**src/verilog/irq_pin_pkg.sv**
```systemverilog
// Constants for the interrupt pulse and pin function block.
// Assumes an 8-bit register port with byte offsets as printed.
package irq_pin_pkg;
  // ==========================================================
  // Register offsets
  localparam logic [7:0] OFF_STICKY_1 = 8'h2A;
  localparam logic [7:0] OFF_STICKY_2 = 8'h2C;
  localparam logic [7:0] OFF_RSVD_A = 8'h2F;
  localparam logic [7:0] OFF_IRQ_A_CTL = 8'h30;
  localparam logic [7:0] OFF_IRQ_B_CTL = 8'h31;
  localparam logic [7:0] OFF_RSVD_B = 8'h32;
  localparam logic [7:0] OFF_RSVD_C = 8'h33;
  localparam logic [7:0] OFF_PIN_CTL = 8'h34;
  // ==========================================================
  // Field positions
  localparam int CTL_OC_EN = 3;
  localparam int CTL_DSP_EN = 2;
  localparam int CTL_MULTI = 0;
  localparam int PIN_FN_LSB = 2;
  localparam int PIN_IN_BIT = 1;
  localparam int PIN_GPO_BIT = 0;
  localparam int ST1_DSP_OVF = 5;
  localparam int ST2_HP_OC = 7;
  localparam int ST2_DSP_STD = 1;
  localparam int ST2_DSP_AUX = 0;
  // ==========================================================
  // Writable masks and reset values
  localparam logic [7:0] CTL_WMASK = 8'h0D;
  localparam logic [7:0] PIN_WMASK = 8'h3D;
  localparam logic [7:0] CTL_RESET = 8'h00;
  localparam logic [7:0] PIN_RESET = 8'h00;
  localparam logic [7:0] STICKY_RESET = 8'h00;
  // ==========================================================
  // Pin function codes
  localparam logic [3:0] FN_OFF = 4'h0;
  localparam logic [3:0] FN_SEC_IN = 4'h1;
  localparam logic [3:0] FN_GPI = 4'h2;
  localparam logic [3:0] FN_CLOCK_OUTPUT_TAP = 4'h3;
  localparam logic [3:0] FN_GPO = 4'h4;
  localparam logic [3:0] FN_IRQ_A = 4'h5;
  localparam logic [3:0] FN_IRQ_B = 4'h6;
  localparam logic [3:0] FN_SEC_BCLK = 4'h7;
  localparam logic [3:0] FN_SEC_WCLK = 4'h8;
  localparam logic [3:0] FN_ZERO = 4'hA;
  localparam logic [3:0] FN_SDOUT = 4'hB;
  // ==========================================================
  // Timing
  localparam int CLK_HZ = 25_000_000;
  localparam int PULSE_US = 2000;
  localparam int PULSE_CYCLES = PULSE_US * (CLK_HZ / 1_000_000);
endpackage : irq_pin_pkg

```
**src/verilog/irq_pin_mux.sv**
```systemverilog
// Interrupt pulse outputs, sticky flags and pin function multiplexer.
// Assumes a synchronous byte-wide register port and core-clock inputs.
//
// Function
// - Control A over-current enable lets over-current events trigger output A.
// - Control A DSP enable lets DSP interrupt events trigger output A.
// - Control A mode 0: one active-high 2 ms pulse per event.
// - Control A mode 1: repeating 2 ms pulses until sticky 1 or 2 read.
// - Control B over-current enable lets over-current events trigger output B.
// - Control B DSP enable lets DSP interrupt events trigger output B.
// - Control B mode 0: one active-high 2 ms pulse per event.
// - Control B mode 1: repeating 2 ms pulses until sticky 1 or 2 read.
// - Pin code 0000 disables pin; 0001 routes pin input to secondary interface.
// - Pin code 0010 makes the pin a general-purpose input.
// - Pin control bit 1 reads the sampled pin level.
// - Codes 0011, 0101, 0110 drive clock tap, output A, output B.
// - Code 0111 drives secondary bit clock, 1000 secondary word clock.
// - Code 1010 drives 0; 1011 drives serial audio data out.
// - General-purpose output mode drives pin control bit 0.
// - DSP overflow sticky flag holds until its register is read.
// - Over-current sticky flag clears on read; read also ends pulse trains.
// - DSP standard and auxiliary interrupt ports are sticky in flag register 2.
`timescale 1ns/10ps
module irq_pin_mux #(
  parameter int PULSE_CYCLES = irq_pin_pkg::PULSE_CYCLES
) (
  // Clock and reset
  input wire logic i_core_clk,
  input wire logic i_rst_b,
  // Register port
  input wire logic [7:0] i_reg_addr,
  input wire logic i_reg_wr,
  input wire logic i_reg_rd,
  input wire logic [7:0] i_reg_wdata,
  output logic [7:0] o_reg_rdata,
  // Event sources
  input wire logic i_hp_overcurrent,
  input wire logic i_dsp_irq_std,
  input wire logic i_dsp_irq_aux,
  input wire logic i_dsp_overflow,
  // Pin sources
  input wire logic i_clock_output_tap_tap,
  input wire logic i_sec_bclk,
  input wire logic i_sec_wclk,
  input wire logic i_sdout,
  // Pin
  input wire logic i_gpio_in,
  output logic o_gpio_out,
  output logic o_gpio_oe,
  // Secondary input route
  output logic o_sec_in,
  output logic o_sec_in_en,
  // Interrupts
  output logic o_irq_a,
  output logic o_irq_b
);
  // ==========================================================
  // State
  logic [7:0] ctl_a_reg;
  logic [7:0] ctl_a_next;
  logic [7:0] ctl_b_reg;
  logic [7:0] ctl_b_next;
  logic [7:0] pin_reg;
  logic [7:0] pin_next;
  logic [7:0] sticky1_reg;
  logic [7:0] sticky1_next;
  logic [7:0] sticky2_reg;
  logic [7:0] sticky2_next;
  logic [7:0] rdata_reg;
  logic [7:0] rdata_next;
  logic oc_d_reg;
  logic dsp_d_reg;
  logic gpio_in_reg;
  logic gout_reg;
  logic gout_next;
  logic goe_reg;
  logic goe_next;
  logic sec_in_reg;
  logic sec_en_reg;
  logic sec_en_next;
  logic oc_edge;
  logic dsp_edge;
  logic trig_a;
  logic trig_b;
  logic stop_train;
  logic rd_st1;
  logic rd_st2;
  logic [3:0] fn;

  function automatic logic [7:0] wr_field(input logic [7:0] old, input logic [7:0] wd,
                                          input logic [7:0] mask);
    wr_field = (old & ~mask) | (wd & mask);
  endfunction : wr_field

  function automatic logic hit(input logic [7:0] addr, input logic [7:0] off);
    hit = (addr == off);
  endfunction : hit

  // ==========================================================
  // Event detection and triggers
  assign oc_edge = i_hp_overcurrent && !oc_d_reg;
  assign dsp_edge = (i_dsp_irq_std || i_dsp_irq_aux) && !dsp_d_reg;
  assign trig_a = (ctl_a_reg[irq_pin_pkg::CTL_OC_EN] && oc_edge)
    || (ctl_a_reg[irq_pin_pkg::CTL_DSP_EN] && dsp_edge);
  assign trig_b = (ctl_b_reg[irq_pin_pkg::CTL_OC_EN] && oc_edge)
    || (ctl_b_reg[irq_pin_pkg::CTL_DSP_EN] && dsp_edge);
  assign rd_st1 = i_reg_rd && hit(i_reg_addr, irq_pin_pkg::OFF_STICKY_1);
  assign rd_st2 = i_reg_rd && hit(i_reg_addr, irq_pin_pkg::OFF_STICKY_2);
  assign stop_train = rd_st1 || rd_st2;
  assign fn = pin_reg[irq_pin_pkg::PIN_FN_LSB +: 4];

  // ==========================================================
  // Pulse generators
  irq_pulse_gen #(
    .PULSE_CYCLES(PULSE_CYCLES)
  ) u_gen_a (
    .i_core_clk(i_core_clk),
    .i_rst_b(i_rst_b),
    .i_trig(trig_a),
    .i_multi(ctl_a_reg[irq_pin_pkg::CTL_MULTI]),
    .i_stop(stop_train),
    .o_pulse(o_irq_a)
  );

  irq_pulse_gen #(
    .PULSE_CYCLES(PULSE_CYCLES)
  ) u_gen_b (
    .i_core_clk(i_core_clk),
    .i_rst_b(i_rst_b),
    .i_trig(trig_b),
    .i_multi(ctl_b_reg[irq_pin_pkg::CTL_MULTI]),
    .i_stop(stop_train),
    .o_pulse(o_irq_b)
  );

  // ==========================================================
  // Registers and sticky flags
  always_comb begin
    ctl_a_next = ctl_a_reg;
    ctl_b_next = ctl_b_reg;
    pin_next = pin_reg;
    rdata_next = rdata_reg;
    if (i_reg_wr && hit(i_reg_addr, irq_pin_pkg::OFF_IRQ_A_CTL)) begin
      ctl_a_next = wr_field(ctl_a_reg, i_reg_wdata, irq_pin_pkg::CTL_WMASK);
    end
    if (i_reg_wr && hit(i_reg_addr, irq_pin_pkg::OFF_IRQ_B_CTL)) begin
      ctl_b_next = wr_field(ctl_b_reg, i_reg_wdata, irq_pin_pkg::CTL_WMASK);
    end
    if (i_reg_wr && hit(i_reg_addr, irq_pin_pkg::OFF_PIN_CTL)) begin
      pin_next = wr_field(pin_reg, i_reg_wdata, irq_pin_pkg::PIN_WMASK);
    end
    // Set wins over clear on read
    sticky1_next = sticky1_reg & ~{8{rd_st1}};
    sticky1_next[irq_pin_pkg::ST1_DSP_OVF] = sticky1_next[irq_pin_pkg::ST1_DSP_OVF]
      | i_dsp_overflow;
    sticky2_next = sticky2_reg & ~{8{rd_st2}};
    sticky2_next[irq_pin_pkg::ST2_HP_OC] = sticky2_next[irq_pin_pkg::ST2_HP_OC]
      | i_hp_overcurrent;
    sticky2_next[irq_pin_pkg::ST2_DSP_STD] = sticky2_next[irq_pin_pkg::ST2_DSP_STD]
      | i_dsp_irq_std;
    sticky2_next[irq_pin_pkg::ST2_DSP_AUX] = sticky2_next[irq_pin_pkg::ST2_DSP_AUX]
      | i_dsp_irq_aux;
    if (i_reg_rd) begin
      unique case (i_reg_addr)
        irq_pin_pkg::OFF_STICKY_1: rdata_next = sticky1_reg;
        irq_pin_pkg::OFF_STICKY_2: rdata_next = sticky2_reg;
        irq_pin_pkg::OFF_IRQ_A_CTL: rdata_next = ctl_a_reg;
        irq_pin_pkg::OFF_IRQ_B_CTL: rdata_next = ctl_b_reg;
        irq_pin_pkg::OFF_PIN_CTL: begin
          rdata_next = pin_reg;
          rdata_next[irq_pin_pkg::PIN_IN_BIT] = gpio_in_reg;
        end
        default: rdata_next = 8'h00;
      endcase
    end
  end

  // ==========================================================
  // Pin multiplexer
  always_comb begin
    gout_next = 1'b0;
    goe_next = 1'b1;
    sec_en_next = 1'b0;
    unique case (fn)
      irq_pin_pkg::FN_OFF: goe_next = 1'b0;
      irq_pin_pkg::FN_SEC_IN: begin
        goe_next = 1'b0;
        sec_en_next = 1'b1;
      end
      irq_pin_pkg::FN_GPI: goe_next = 1'b0;
      irq_pin_pkg::FN_CLOCK_OUTPUT_TAP: gout_next = i_clock_output_tap_tap;
      irq_pin_pkg::FN_GPO: gout_next = pin_reg[irq_pin_pkg::PIN_GPO_BIT];
      irq_pin_pkg::FN_IRQ_A: gout_next = o_irq_a;
      irq_pin_pkg::FN_IRQ_B: gout_next = o_irq_b;
      irq_pin_pkg::FN_SEC_BCLK: gout_next = i_sec_bclk;
      irq_pin_pkg::FN_SEC_WCLK: gout_next = i_sec_wclk;
      irq_pin_pkg::FN_ZERO: gout_next = 1'b0;
      irq_pin_pkg::FN_SDOUT: gout_next = i_sdout;
      default: goe_next = 1'b0;
    endcase
  end

  always_ff @(posedge i_core_clk or negedge i_rst_b) begin
    if (!i_rst_b) begin
      ctl_a_reg <= irq_pin_pkg::CTL_RESET;
      ctl_b_reg <= irq_pin_pkg::CTL_RESET;
      pin_reg <= irq_pin_pkg::PIN_RESET;
      sticky1_reg <= irq_pin_pkg::STICKY_RESET;
      sticky2_reg <= irq_pin_pkg::STICKY_RESET;
      rdata_reg <= 8'h00;
      oc_d_reg <= 1'b0;
      dsp_d_reg <= 1'b0;
      gpio_in_reg <= 1'b0;
      gout_reg <= 1'b0;
      goe_reg <= 1'b0;
      sec_in_reg <= 1'b0;
      sec_en_reg <= 1'b0;
    end else begin
      ctl_a_reg <= ctl_a_next;
      ctl_b_reg <= ctl_b_next;
      pin_reg <= pin_next;
      sticky1_reg <= sticky1_next;
      sticky2_reg <= sticky2_next;
      rdata_reg <= rdata_next;
      oc_d_reg <= i_hp_overcurrent;
      dsp_d_reg <= i_dsp_irq_std || i_dsp_irq_aux;
      gpio_in_reg <= i_gpio_in;
      gout_reg <= gout_next;
      goe_reg <= goe_next;
      sec_in_reg <= i_gpio_in;
      sec_en_reg <= sec_en_next;
    end
  end

  assign o_reg_rdata = rdata_reg;
  assign o_gpio_out = gout_reg;
  assign o_gpio_oe = goe_reg;
  assign o_sec_in = sec_in_reg;
  assign o_sec_in_en = sec_en_reg;
endmodule : irq_pin_mux

```
**src/verilog/irq_pulse_gen.sv**
```systemverilog
// Pulse generator for one interrupt output: single pulse or train.
// Assumes trigger and stop are one-cycle pulses on the core clock.
`timescale 1ns/10ps
module irq_pulse_gen #(
  parameter int PULSE_CYCLES = 50000
) (
  // Clock and reset
  input wire logic i_core_clk,
  input wire logic i_rst_b,
  // Control
  input wire logic i_trig,
  input wire logic i_multi,
  input wire logic i_stop,
  // Output
  output logic o_pulse
);
  localparam int CW = $clog2(PULSE_CYCLES + 1);
  localparam logic [CW-1:0] LAST = CW'(PULSE_CYCLES - 1);

  typedef enum logic [1:0] {ST_IDLE, ST_HIGH, ST_LOW} pulse_state_t;

  pulse_state_t state_reg;
  pulse_state_t state_next;
  logic [CW-1:0] cnt_reg;
  logic [CW-1:0] cnt_next;
  logic pulse_reg;
  logic pulse_next;

  // ==========================================================
  // Sequencer
  always_comb begin
    state_next = state_reg;
    cnt_next = cnt_reg;
    unique case (state_reg)
      ST_IDLE: begin
        if (i_trig) begin
          state_next = ST_HIGH;
          cnt_next = '0;
        end
      end
      ST_HIGH: begin
        if (i_multi && i_stop) begin
          state_next = ST_IDLE;
        end else if (cnt_reg == LAST) begin
          state_next = i_multi ? ST_LOW : ST_IDLE;
          cnt_next = '0;
        end else begin
          cnt_next = cnt_reg + CW'(1);
        end
      end
      ST_LOW: begin
        if (i_stop || !i_multi) begin
          state_next = ST_IDLE;
        end else if (cnt_reg == LAST) begin
          state_next = ST_HIGH;
          cnt_next = '0;
        end else begin
          cnt_next = cnt_reg + CW'(1);
        end
      end
    endcase
    pulse_next = (state_next == ST_HIGH);
  end

  always_ff @(posedge i_core_clk or negedge i_rst_b) begin
    if (!i_rst_b) begin
      state_reg <= ST_IDLE;
      cnt_reg <= '0;
      pulse_reg <= 1'b0;
    end else begin
      state_reg <= state_next;
      cnt_reg <= cnt_next;
      pulse_reg <= pulse_next;
    end
  end

  assign o_pulse = pulse_reg;

  // ==========================================================
  // Checks
  logic [CW-1:0] hi_cnt_reg;
  always_ff @(posedge i_core_clk or negedge i_rst_b) begin
    if (!i_rst_b) begin
      hi_cnt_reg <= '0;
    end else begin
      hi_cnt_reg <= pulse_reg ? hi_cnt_reg + CW'(1) : '0;
    end
  end
endmodule : irq_pulse_gen

```
**config.mk**
```make
export PLATFORM = sky130hd
export DESIGN_NAME = irq_pin_mux
export DESIGN_NICKNAME = d
export VERILOG_FILES = /design/src/verilog/irq_pin_pkg.sv /design/src/verilog/irq_pin_mux.sv /design/src/verilog/irq_pulse_gen.sv
export SDC_FILE = /design/constraint.sdc
export NUM_CORES = 1
export LEC_CHECK = 0
export ABC_AREA = 1
export ABC_CLOCK_PERIOD_IN_PS = 2690
export BUFFER_PORTS_ARGS = -buffer_cell sky130_fd_sc_hd__buf_4
export CAP_MARGIN = 10
export CELL_PAD_IN_SITES_DETAIL_PLACEMENT = 1
export CELL_PAD_IN_SITES_GLOBAL_PLACEMENT = 1
export CORE_UTILIZATION = 48
export CTS_BUF_LIST = sky130_fd_sc_hd__clkbuf_8
export DETAILED_ROUTE_END_ITERATION = 12
export PLACE_DENSITY_LB_ADDON = 0.1
export SLEW_MARGIN = 20
export SYNTH_ARGS = -nofsm -noshare
export SYNTH_HDL_FRONTEND = slang
export SYNTH_SLANG_ARGS = --single-unit
```
**constraint.sdc**
```tcl
create_clock -name i_core_clk -period 2.69 [get_ports i_core_clk]
set_input_delay 0 -clock i_core_clk [delete_from_list [all_inputs] [get_ports i_core_clk]]
set_output_delay 0 -clock i_core_clk [all_outputs]
set_load 0.02 [all_outputs]
```
==> out/metrics.cfg <==
[synth]
synth_edf_count=0
yosys_most_used_dff=dfrtp_1
syn-num-nets=650
yosys.cell_types.count=33
yosys_register_bits=79
synthCells=613
syn_area_um2=4480
syn_area_per_cell_um2=7.31
synthArstFlopShare=1.00
yosysSeqAreaShare=0.441
synth-warning-count=0

[global_route]
grt_remaining_overflow=0
grt_pass1_wl_mm=20.9
grt_max_degree=80
grt_antenna_before_repair=0
grt_usage=0.269
grt_pass1_vias=4426

[setup_path]
worstPathMaxFanout=28
path_cells=a21oi_1 > nand2_1 > nand2_1 > inv_1 > nand2_1 > nand3_2 > inv_1 > nand2_1 > nand2_1
cp.required_ns=2.99
r2r_cells=9
cp_common_cell=nand2_1
worstPathArrival_ns=2.26
critPathTopFamily=simple AND/OR/NAND/NOR gates
crit_type=flip-flop to flip-flop
crit_path_max_incr_delay_ns=0.43
slowest_stage=nand3_2
startpoint_type=flip-flop
path_buf_inv=2
cp.depth=9
worstSetupEndpointType=flip-flop

[die]
num_io_pins=43
coreArea_um2=8890
start_util=0.504
die_h_um=98.6
chipWidth_um=98.6
dieArea_um2=9730
num_rows=34

[clock_tree]
cts_setup_buffers=0
numCtsBuffers=9
cts_tree=yes
clk_latency_ns=0.36
cts_sinks=79
cts_resized=0
path_clk_slew_ns=0.09
htree_levels=3
clock_path_buffers=2
root_buffer=clkbuf_8

[layout]
post-route-util=0.582
layout_commonest_cell=nand2_1
seq_area_um2=1980
antennaDiodeCount=0
nNetsFinal=705
instances_no_fill=781
fin_area_um2=5180
multiInputGateArea_um2=2110
nFillCells=1162
synthToLayoutAreaGrowth_pct=15.5
layout_common_cells=nand2_1 (193), inv_1 (86), dfrtp_1 (79)
layout-drive-gt1-share=0.104

[sta]
rsz0062_at_grt=false
worst_slack_ns=0.729
final_hold_viol_count=0
setup_violations=0
final_max_slew_viol_count=0
period_minus_slack_ns=1.96
maxSlewHeadroom=0.518
setup_tns_ns=0
worstMarginPinSlew_ns=0.723
hold_slack_ns=0.0156
max_freq_mhz=510
skew_ns=0.00770
period_share=0.729

[routing]
dr_wl_met2_mm=6.22
route.met3.wl_um=286
wl_per_cell_um=15.5
routed_wl_mm=12.1
dr.pass1.iters=5
drc=0
drtAntennaViolNets=0
met1Wirelength_mm=5.53
vias=4235
avgViaCountPerCell=5.42
drtIter0Drc=116
routed.top_layer=met4

[pwr]
power_density_nw_per_um2=567
total_power_mw=2.93
intPower_mw=1.84
p_leak_nw=2.57
p_clk_frac=0.294
switching_share=0.373
pwr-share-comb=0.244
p_seq_frac=0.462
ir_drop_v=0.000321
p_switching_mw=1.09

[outcome]
status=complete, no violations

[worst_hold_path]
min_path_cells=5
hold_path_class=input pin to flip-flop

[place]
pre_cts_slack_ns=0.714
dpl_cell_area_um2=4840
hpwl_mm=8.72
finalWeightedCongestion=0.840
portBuffers=39
post-place-cells=750

[job]
max_cap_violations=0

==> cells by family after synthesis <==
logic type,synth area share
simple gates,0.352
buf+inv,0.0882
flops,0.441
compound gates,0.0823
fa+ha+maj,0.0223
xor+xnor,0.0137
==> final cells by class <==
class | instances | share of cell area
Multi-Input combinational cell | 438 | 0.408
Sequential cell | 79 | 0.382
Timing Repair Buffer | 54 | 0.0863
Inverter | 86 | 0.0623
Tap cell | 108 | 0.0261
Clock buffer | 9 | 0.0239
Clock inverter | 7 | 0.0118
==> layer usage <==
metal / global-route usage / up-vias
met5: 0 / -
met4: 0.0586 / 0
met3: 0.0397 / 11
met2: 0.486 / 55
met1: 0.343 / 2091
li1: - / 2078
==> Yosys cell counts (2+ instances only) <==
library cell | instances | area (um2)
clkbuf_1 | 4 | 15.0
dfrtp_1 | 79 | 1980
o21ai_1 | 14 | 70.1
nand4_1 | 26 | 163
o21ai_0 | 40 | 200
nand3b_1 | 2 | 15.0
nand2_1 | 193 | 724
xor2_1 | 3 | 26.3
nor2_1 | 56 | 210
nor2_4 | 3 | 33.8
nand3_1 | 50 | 250
nand3_2 | 3 | 30.0
ha_1 | 8 | 100
buf_6 | 4 | 45.0
xnor2_1 | 4 | 35.0
nor3_1 | 12 | 60.1
nand3_4 | 2 | 35.0
o21bai_1 | 4 | 30.0
o22ai_1 | 2 | 12.5
a21oi_1 | 2 | 10.0
or2_2 | 3 | 18.8
nor4_1 | 2 | 12.5
a22oi_1 | 2 | 15.0
inv_1 | 86 | 323
==> worst min-delay path: cells and delay by family <==
family / cells / cell delay [ns]
buffers and inverters: 1 / 0.08
and+or+nand+nor: 3 / 0.19
AOI/OAI and AO/OA: 1 / 0.07
==> power by group through the flow <==
stage | Clock, mW | Sequential [mW] | Combinational [mW]
after floorplan | 0 | 1.38 | 0.500
after CTS | 0.875 | 1.36 | 0.721
after global placement | 0 | 1.37 | 0.661
after detailed placement | 0 | 1.38 | 0.696
after global routing | 0.919 | 1.37 | 0.813
final | 0.862 | 1.36 | 0.716
==> path summary, 6_finish.rpt <==
path / start / end / slack [ns]
max in group asynchronous: i_rst_b / o_reg_rdata[7]$_DFFE_PN0P_ / 1.96
min in group asynchronous: i_rst_b / o_gpio_oe$_DFF_PN0_ / 0.23
hold / removal: i_clock_output_tap_tap / o_gpio_out$_DFF_PN0_ / 0.02
hold reg to reg: sticky1_reg[3]$_DFF_PN0_ / sticky1_reg[3]$_DFF_PN0_ / 0.48
setup reg to reg: dsp_d_reg$_DFF_PN0_ / u_gen_b.cnt_reg[11]$_DFFE_PN0P_ / 0.73
setup / recovery: dsp_d_reg$_DFF_PN0_ / u_gen_b.cnt_reg[11]$_DFFE_PN0P_ / 0.73
==> timing repair <==
| item | 4_1_cts | 5_1_grt |
|---|---|---|
| endpoints found under the hold margin | 100 | 0 |
| hold buffers | 15 | 0 |
| endpoints found under the setup margin | 0 | 0 |
Power figures use the tool's default switching activity.
